File: config.mk
export PLATFORM = sky130hd
export DESIGN_NAME = sram_ctl_front
export DESIGN_NICKNAME = d
export VERILOG_FILES = /design/src/core/sram_ctl_pkg.sv /design/src/core/burst_step.sv /design/src/core/sram_ctl_front.sv
export SDC_FILE = /design/constraint.sdc
export NUM_CORES = 1
export LEC_CHECK = 0
export ABC_AREA = 1
export BUFFER_PORTS_ARGS = -buffer_cell sky130_fd_sc_hd__buf_2
export CAP_MARGIN = 0
export CORE_MARGIN = 3
export CORE_UTILIZATION = 30
export DETAILED_ROUTE_END_ITERATION = 16
export REMOVE_ABC_BUFFERS = 1
export SLEW_MARGIN = 25
export SYNTH_ARGS = -nofsm -noshare
export SYNTH_HDL_FRONTEND = slang
export SYNTH_SLANG_ARGS = --single-unit
File: constraint.sdc
create_clock -name core_clk -period 3.25 [get_ports core_clk]
set_clock_uncertainty 0.1 [all_clocks]
set_input_delay 0.4875 -clock core_clk [delete_from_list [all_inputs] [get_ports core_clk]]
set_output_delay 0.4875 -clock core_clk [all_outputs]
set_load 0.01 [all_outputs]
File: src/core/sram_ctl_pkg.sv
/*
  constants for the burst memory control-input front end.
  assumes one rising-edge clock and synchronous host pins.
*/
package sram_ctl_pkg;
  localparam int ADDR_W = 18;
  localparam int DATA_W = 36;
  localparam int LANES = 4;
  localparam int LANE_W = 9;
  localparam logic [ADDR_W-1:0] ADDR_RST = 18'h00000;
  localparam logic [1:0] BURST_RST = 2'h0;
  // access types held in the capture stage
  typedef enum logic [1:0] {
    OP_IDLE = 2'b00,
    OP_READ = 2'b01,
    OP_WRITE = 2'b11,
    OP_CONT = 2'b10
  } op_t;
endpackage

File: src/core/burst_step.sv
/*
  next-beat generator for the two low address bits.
  assumes the caller holds the start offset and the current beat.
*/
`timescale 1ns/1ps
`default_nettype none
module burst_step (
  input wire logic interleave,
  input wire logic [1:0] start_off,
  input wire logic [1:0] beat,
  output logic [1:0] next_beat,
  output logic [1:0] next_off
);
  // beat counts 0..3; offset is start xor beat, or start plus beat
  assign next_beat = beat + 2'h1;
  assign next_off = interleave ? (start_off ^ next_beat) : (start_off + next_beat);
endmodule
`default_nettype wire

File: src/core/sram_ctl_front.sv
/*
  control-input front end of a pipelined burst static memory: captures
  address, byte selects, write enable, advance/load and chip selects.
  assumes the host drives all pins synchronous to core_clk.
*/
`timescale 1ns/1ps
`default_nettype none
module sram_ctl_front (
  input wire logic core_clk,
  input wire logic rstn,
  input wire logic [sram_ctl_pkg::ADDR_W-1:0] addr,
  input wire logic byte_lane_a_write_n,
  input wire logic byte_lane_b_write_n,
  input wire logic byte_lane_c_write_n,
  input wire logic byte_lane_d_write_n,
  input wire logic write_n,
  input wire logic advance_or_load,
  input wire logic clock_qualify_n,
  input wire logic select_low_first,
  input wire logic select_high_second,
  input wire logic select_low_third,
  input wire logic burst_order,
  input wire logic out_enable_n,
  input wire logic [sram_ctl_pkg::DATA_W-1:0] wdata,
  output logic [sram_ctl_pkg::ADDR_W-1:0] mem_addr,
  output logic [sram_ctl_pkg::LANES-1:0] mem_lane_we,
  output logic mem_write,
  output logic mem_read,
  output logic [sram_ctl_pkg::DATA_W-1:0] mem_wdata,
  output logic selected,
  output logic data_drive_en
);

  // pin decode for this edge
  logic take;
  logic load_req;
  logic step_req;
  logic sel_now;
  logic wr_now;
  logic [sram_ctl_pkg::LANES-1:0] lanes_pins;
  logic [sram_ctl_pkg::LANES-1:0] lanes_now;
  logic active;

  // captured access state and its next values
  sram_ctl_pkg::op_t op_r;
  sram_ctl_pkg::op_t op_nxt;
  logic sel_r;
  logic sel_nxt;
  logic first_r;
  logic first_nxt;
  logic [sram_ctl_pkg::ADDR_W-1:0] base_r;
  logic [sram_ctl_pkg::ADDR_W-1:0] base_nxt;
  logic [1:0] start_r;
  logic [1:0] start_nxt;
  logic [1:0] beat_r;
  logic [1:0] beat_nxt;
  logic [1:0] off_r;
  logic [1:0] off_nxt;
  logic [sram_ctl_pkg::LANES-1:0] lane_we_r;
  logic [sram_ctl_pkg::LANES-1:0] lane_we_nxt;
  logic [sram_ctl_pkg::DATA_W-1:0] wdata_r;
  logic [sram_ctl_pkg::DATA_W-1:0] wdata_nxt;

  // next burst position from the helper
  logic [1:0] step_beat;
  logic [1:0] step_off;

  // qualifier gates every capture; a high level makes the edge invisible
  assign take = ~clock_qualify_n;
  assign load_req = take & ~advance_or_load;
  assign step_req = take & advance_or_load;

  // all three selects must sit at their active levels together
  assign sel_now = ~select_low_first & select_high_second & ~select_low_third;

  // write enable only counts on a qualified edge
  assign wr_now = ~write_n;

  // lane a in bit 0; each lane covers its byte and its parity bit
  assign lanes_pins = {byte_lane_d_write_n, byte_lane_c_write_n, byte_lane_b_write_n, byte_lane_a_write_n};
  assign lanes_now = ~lanes_pins;

  // a burst may only walk while an access is open
  assign active = (op_r == sram_ctl_pkg::OP_READ) | (op_r == sram_ctl_pkg::OP_WRITE);

  // offset walker; strap picks interleaved or linear order
  burst_step step_u (
    .interleave(burst_order),
    .start_off(start_r),
    .beat(beat_r),
    .next_beat(step_beat),
    .next_off(step_off)
  );

  // write data captured on every qualified edge, held through a stall
  assign wdata_nxt = take ? wdata : wdata_r;

  // next state: a load restarts, an advance walks the burst, a stall keeps all
  always_comb begin
    op_nxt = op_r;
    sel_nxt = sel_r;
    first_nxt = first_r;
    base_nxt = base_r;
    start_nxt = start_r;
    beat_nxt = beat_r;
    off_nxt = off_r;
    lane_we_nxt = lane_we_r;
    if (load_req) begin
      base_nxt = addr;
      start_nxt = addr[1:0];
      beat_nxt = sram_ctl_pkg::BURST_RST;
      off_nxt = addr[1:0];
      sel_nxt = sel_now;
      first_nxt = sel_now & ~sel_r;
      if (!sel_now) begin
        op_nxt = sram_ctl_pkg::OP_IDLE;
        lane_we_nxt = {sram_ctl_pkg::LANES{1'b0}};
      end else if (wr_now) begin
        op_nxt = sram_ctl_pkg::OP_WRITE;
        lane_we_nxt = lanes_now;
      end else begin
        op_nxt = sram_ctl_pkg::OP_READ;
        lane_we_nxt = {sram_ctl_pkg::LANES{1'b0}};
      end
    end else if (step_req) begin
      first_nxt = 1'b0;
      case (op_r)
        sram_ctl_pkg::OP_READ: begin
          beat_nxt = step_beat;
          off_nxt = step_off;
          lane_we_nxt = {sram_ctl_pkg::LANES{1'b0}};
        end
        sram_ctl_pkg::OP_WRITE: begin
          beat_nxt = step_beat;
          off_nxt = step_off;
          lane_we_nxt = lanes_now;
        end
        default: begin
          // an advance with no open access is a no-op
          lane_we_nxt = {sram_ctl_pkg::LANES{1'b0}};
        end
      endcase
    end
  end

  // access control state
  always_ff @(posedge core_clk or negedge rstn) begin
    if (!rstn) begin
      op_r <= sram_ctl_pkg::OP_IDLE;
      sel_r <= 1'b0;
      first_r <= 1'b0;
      lane_we_r <= {sram_ctl_pkg::LANES{1'b0}};
    end else begin
      op_r <= op_nxt;
      sel_r <= sel_nxt;
      first_r <= first_nxt;
      lane_we_r <= lane_we_nxt;
    end
  end

  // address and data capture
  always_ff @(posedge core_clk or negedge rstn) begin
    if (!rstn) begin
      base_r <= sram_ctl_pkg::ADDR_RST;
      start_r <= sram_ctl_pkg::BURST_RST;
      beat_r <= sram_ctl_pkg::BURST_RST;
      off_r <= sram_ctl_pkg::BURST_RST;
      wdata_r <= {sram_ctl_pkg::DATA_W{1'b0}};
    end else begin
      base_r <= base_nxt;
      start_r <= start_nxt;
      beat_r <= beat_nxt;
      off_r <= off_nxt;
      wdata_r <= wdata_nxt;
    end
  end

  // outputs straight from flops; the burst only touches the low two bits
  assign mem_addr = {base_r[sram_ctl_pkg::ADDR_W-1:2], off_r};
  assign mem_lane_we = lane_we_r;
  assign mem_write = (op_r == sram_ctl_pkg::OP_WRITE);
  assign mem_read = (op_r == sram_ctl_pkg::OP_READ);
  assign mem_wdata = wdata_r;
  assign selected = sel_r;

  // drive only on a read past its first selected cycle; async enable gates last
  assign data_drive_en = mem_read & ~first_r & ~out_enable_n;
endmodule
`default_nettype wire

## After elaboration in Yosys (flattened, before gate mapping)

Cells that the tools add are included.

| storage, ports and cells | value |
|---|---|
| memories | 0 |
| flip-flop bits (word level) | 68 |
| output and inout bits | 62 |
| logic and storage cells | 49 |
| bits in writable memories | 0 |
| latch bits | 0 |
| ROM bits | 0 |
| bits of input ports | 68 |

| cells by class | value |
|---|---|
| add/sub/neg operators | 2 |
| multiply operators | 0 |
| reductions and logical operators | 4 |
| divide/modulo/power cells | 0 |
| order comparisons | 0 |
| bitwise gates (word level) | 16 |
| muxes and demuxes | 16 |
| equality and inequality tests | 2 |
| shift operators | 0 |

Operators with widths:

| operator | count |
|---|---|
| $mux 4 | 5 |
| $mux 2 | 9 |
| $and 1x1->1 | 7 |
| $not 1->1 | 7 |
| $not 4->4 | 1 |
| $reduce_bool 2->1 | 2 |
| $add 2x1->2 const B | 1 |
| $add 2x2->2 | 1 |
| $eq 2x1->1 const B | 1 |
| $eq 2x2->1 const B | 1 |
| $mux 1 | 2 |
| $reduce_and 2->1 | 1 |
| $reduce_or 2->1 | 1 |
| $xor 2x2->2 | 1 |

## Logic depth before layout (Yosys ltp)

| logic depth | value |
|---|---|
| word-level depth | 6 |
| mapped depth | 8 |

## By module

From an unflattened synthesis, not the netlist that was laid out.

| unflattened totals | value |
|---|---|
| cells, all modules | 322 |
| area, all modules | 2752.6 sq um |

By module, submodules not included:

| module | times used | cells an instance | area an instance (sq um) | seq. area each (sq um) |
|---|---|---|---|---|
| sram_ctl_front | 1 | 305 | 2672.6 | 1626.6 |
| burst_step | 1 | 17 | 80.1 | 0.0 |

## Least setup slack after synthesis

OpenSTA, ideal clock, no wires.

| timing path | value |
|---|---|
| path kind | register to output |
| start | register op_r[0] |
| end | output port data_drive_en |
| arrival | 0.945 ns |
| path slack | 1.717 ns |
| path buffers | 0 |
| stages on the path, launching flop included | 3 |
| cell sequence | dfrtp_1 > inv_1 > nor4_1 |

| between the ends | value |
|---|---|
| word-level cells in the longest chain between the ends | 3 |

Ends and longest elaborated chain:

| what | line | RTL |
|---|---|---|
| start, declared | sram_ctl_front.sv:45 | `sram_ctl_pkg::op_t op_r;` |
| start signal, assigned | sram_ctl_front.sv:149 | `op_r <= sram_ctl_pkg::OP_IDLE;` |
| start signal, assigned | sram_ctl_front.sv:154 | `op_r <= op_nxt;` |
| $eq 2x1->1 | sram_ctl_front.sv:182 | `assign mem_read = (op_r == sram_ctl_pkg::OP_READ);` |
| $and 1x1->1 (2 in a row) | sram_ctl_front.sv:187 | `assign data_drive_en = mem_read & ~first_r & ~out_enable_n;` |
| end, declared | sram_ctl_front.sv:31 | `output logic data_drive_en` |

No other way between the ends.

## Final worst setup path

Same ends and word-level chain as after synthesis.

==> results.md <==
* Status: finished, final reports clean
* Final setup violation count at 0
* Fraction of power consumed by sequential logic at 0.482
* Mux cell area share after synthesis at 0
* Vertical die dimension at between 100 and 150 um
* I/O Buffers at approximately 130
* Gr ovfl total at 0
* Compound-Gate Fraction of Synth Area at 0.0219
* CTS-repair resized insts at 0
* Launch point of the worst reg-to-reg path: beat_r[0]
* Die boundary width at between 100 and 150 um
* Number of max-slew violations in the final report at 0
* Synthesized area at 2740 sq um
* Worst min-delay path class: in -> async
* Simple logic cell fraction of the synthesized area at 0.282
* Transition time of the tightest slew-check pin at around 0.73 ns
* Slew HR at 0.511
* # hold bufs at CTS at 0
* Crit path from: op_r[0]
* Library cells used by synthesis at 19
* Number of setup buffers added after CTS at 0
* Top FF cell, synth: sky130_fd_sc_hd__dfrtp_1
* Largest net degree at the start of global routing at 39
* Number of antenna violations at the first check in global routing at 1
* R2R Path End: off_r[1]
* Root buffer selected by CTS: sky130_fd_sc_hd__clkbuf_8
* First-iteration detailed-routing DRC count at 84
* CP Data Arrival Time at around 1.2 ns
* Average cell area after synthesis at 8.57 sq um
* Antenna Diode Count at 0
* TNS Setup at 0 ns
* Xor/xnor share of the synthesized area at 0
* Average wire per standard cell at roughly 12 um
* Via total after detailed routing at 2311
* RSZ-0062 raised after global routing: no
* Top-Level Pins at between 100 and 150
* Critical Path End Type: output port
* WP buf/inv at 2
* Share of synthesized cell area in full adder, half adder and majority cells at 0.00456
* Router iterations before antenna repair at 4
* Logic pwr share at 0.152
* Final wirelength at ~6600 um
* Proportion of synthesized flip-flops having asynchronous set or reset at 1.00
* Initial core utilization at 0.312
* Min Clock Period, post-route at between 1.5 and 2 ns
* CTS sink cnt at 65
* DRT antenna net count at 0
* Count of final hold-check violations at 0
* Total clock buffers created by CTS at 9
* Total core area at around 8800 sq um
* Global-route usage over all layers at 0.130
* Synthesized instance count at 320
* Switching portion of total power at 0.262
* First-pass GRT wire length at 10500 um
* Required time reported for the critical path endpoint at around 2.7 ns
* Max rail drop VDD at approximately 0.23 mV
* Cell area power density at ~550 nW/um^2
* Clock share of power at 0.366
* Global placer's final weighted congestion at roughly 0.76
* Fin crit share at 0.560
* Proportion of layout cells with a drive suffix above 1 at 0.342
* Number of warnings reported in the yosys synthesis log at 0
* Area of the die at ~10000 sq um
* Max stage delay cell, worst path: sky130_fd_sc_hd__dfrtp_1
* Growth of design area from synthesis to finish at 28.6%
* Largest buffer count on any clock path at 2
* Critical path, cell by cell: inv_1 -> nor4_1 -> buf_2
* # nets final at approximately 500
* Worst Setup Path Type: reg -> out
* Register area share after synthesis at 0.593
* Count of state elements after synthesis at 65
* Total instance count after detailed placement at 530
* Vias in the first global route at about 2300
* Depth of the CTS H-tree at 3
* Internal at approximately 0.0014 W
* Gate family responsible for the most delay along the worst path: flip-flops
* Pleak at between 2 and 2.5 nW
* Rows at 34
* Worst reg-to-reg path cell count at 7
* Max-cap viol count at 0
* Register clock-pin slew on the reported worst setup and hold paths at 0.07 ns
* Clock Latency Late Sink at 0.32 ns
* Delay of the slowest cell on the worst path at roughly 0.44 ns
* Number of enable-type register cells in the synthesized netlist at 0
* Slack of the worst reg-to-reg path at 1.99 ns
* Peak fanout along the critical path at 6
* Worst setup SP type: register
* TritonCTS clock tree: built
* Remaining design rule violation count at 0
* Hpwl dp at ~5000 um
* P_sw at 0.000508 W
* Vias per cell at 4.23
* Fmax achieved at between 0.5 and 0.6 GHz
* Main combinational cell family by area after synthesis: simple AND/OR/NAND/NOR gates
* Count of placed standard cells in the final layout, fillers left out at 546
## worst max path at each step
stage                     slack [ns]  cells after the start       endpoint
final                           1.43                      3  data_drive_en
after global routing            1.31                      3  data_drive_en
after CTS                       1.39                      3  data_drive_en
after detailed placement        1.30                      5       off_r[1]
after global placement          1.34                      5       off_r[1]
after floorplan                 1.72                      2  data_drive_en
## per-stage QoR
stage / total power (W) / setup slack (ns) / hold WS [ns] / cell area [sq um] / util
finish: 0.00193 / 1.43 / 0.114 / 3530 / 0.401
global route: 0.00205 / 1.31 / 0.167 / 3530 / 0.401
floorplan: 0.00108 / 1.72 / 0.0919 / 2520 / -
CTS: 0.00197 / 1.39 / 0.133 / 3530 / 0.401
global placement: 0.00124 / 1.34 / 0.355 / 3320 / 0.377
detailed placement: 0.00125 / 1.30 / 0.361 / 3320 / 0.377
## cells in the mapped netlist (2+ instances only)
| library cell | number | area [sq um] |
|---|---|---|
| sky130_fd_sc_hd__buf_4 | 17 | 128 |
| sky130_fd_sc_hd__inv_2 | 2 | 7.51 |
| sky130_fd_sc_hd__a21oi_1 | 2 | 10.0 |
| sky130_fd_sc_hd__buf_6 | 5 | 56.3 |
| sky130_fd_sc_hd__nand2_1 | 185 | 694 |
| sky130_fd_sc_hd__nand3_1 | 5 | 25.0 |
| sky130_fd_sc_hd__inv_1 | 12 | 45.0 |
| sky130_fd_sc_hd__o21ai_0 | 3 | 15.0 |
| sky130_fd_sc_hd__buf_2 | 7 | 35.0 |
| sky130_fd_sc_hd__dfrtp_1 | 65 | 1630 |
| sky130_fd_sc_hd__nor2_1 | 8 | 30.0 |
| sky130_fd_sc_hd__o21ai_2 | 2 | 17.5 |
## worst register-to-register path, stage by stage, from the launching register on
cell and delay (ns):
sky130_fd_sc_hd__dfrtp_1 0.40, sky130_fd_sc_hd__inv_1 0.07, sky130_fd_sc_hd__ha_1 0.19, sky130_fd_sc_hd__nand2_1 0.07
sky130_fd_sc_hd__nand2_1 0.06, sky130_fd_sc_hd__nand3_1 0.08, sky130_fd_sc_hd__nand3_1 0.07, sky130_fd_sc_hd__a21oi_1 0.14
## power groups by stage
stage	clock, W	sequential [W]	combinational (W)
floorplan	0	0.000978	0.0000973
global placement	0	0.000946	0.000297
detailed placement	0	0.000946	0.000304
global route	0.000772	0.000943	0.000336
finish	0.000708	0.000932	0.000294
CTS	0.000738	0.000933	0.000303
## kinds of logic after synthesis
logic type,Yosys count
compound gates,10
fa+ha+maj,1
buf+inv,43
flops,65
simple gates,201
## cell usage in the layout, fill, tap and decap left out
master,n
sky130_fd_sc_hd__inv_2,2
sky130_fd_sc_hd__o21ai_2,2
sky130_fd_sc_hd__buf_2,129
sky130_fd_sc_hd__o22ai_1,1
sky130_fd_sc_hd__nor2_4,1
sky130_fd_sc_hd__o21ai_0,3
sky130_fd_sc_hd__nand3_1,5
sky130_fd_sc_hd__clkbuf_1,2
sky130_fd_sc_hd__nor2_1,8
sky130_fd_sc_hd__clkbuf_8,12
sky130_fd_sc_hd__bufinv_16,1
sky130_fd_sc_hd__nor4_1,1
sky130_fd_sc_hd__dfrtp_1,65
sky130_fd_sc_hd__inv_1,12
sky130_fd_sc_hd__a31oi_1,1
sky130_fd_sc_hd__nand4_1,1
sky130_fd_sc_hd__ha_1,1
sky130_fd_sc_hd__a21oi_1,2
sky130_fd_sc_hd__buf_4,2
sky130_fd_sc_hd__nand2_1,185
sky130_fd_sc_hd__clkinv_2,1
sky130_fd_sc_hd__o21ai_1,1
## final cells by class
| cell class | count | area, sq um |
|---|---|---|
| clock buffers | 14 | 173 |
| repair buffers | 131 | 661 |
| fillers | 913 | 5280 |
| flip-flops and latches | 65 | 1630 |
| multi-input cells | 212 | 846 |
| inverters | 14 | 52.6 |
| well taps | 108 | 135 |
| clock inverters | 2 | 35.0 |
## sequential cells by signal, summed over array words and instances, names as in the netlist
register,flops
off_r,2
base_r,18
mem_wdata,36
op_r,2
mem_lane_we,4
first_r,1
beat_r,2
## per-layer routing
metal | GRT usage | share of wire | wire, um
met4 | 0.0665 | 0.023 | 150
met2 | 0.206 | 0.48 | 3180
met1 | 0.159 | 0.42 | 2760
met5 | 0 | 0.0012 | 8
met3 | 0.0434 | 0.073 | 483
(Power assumes the default switching activity.)
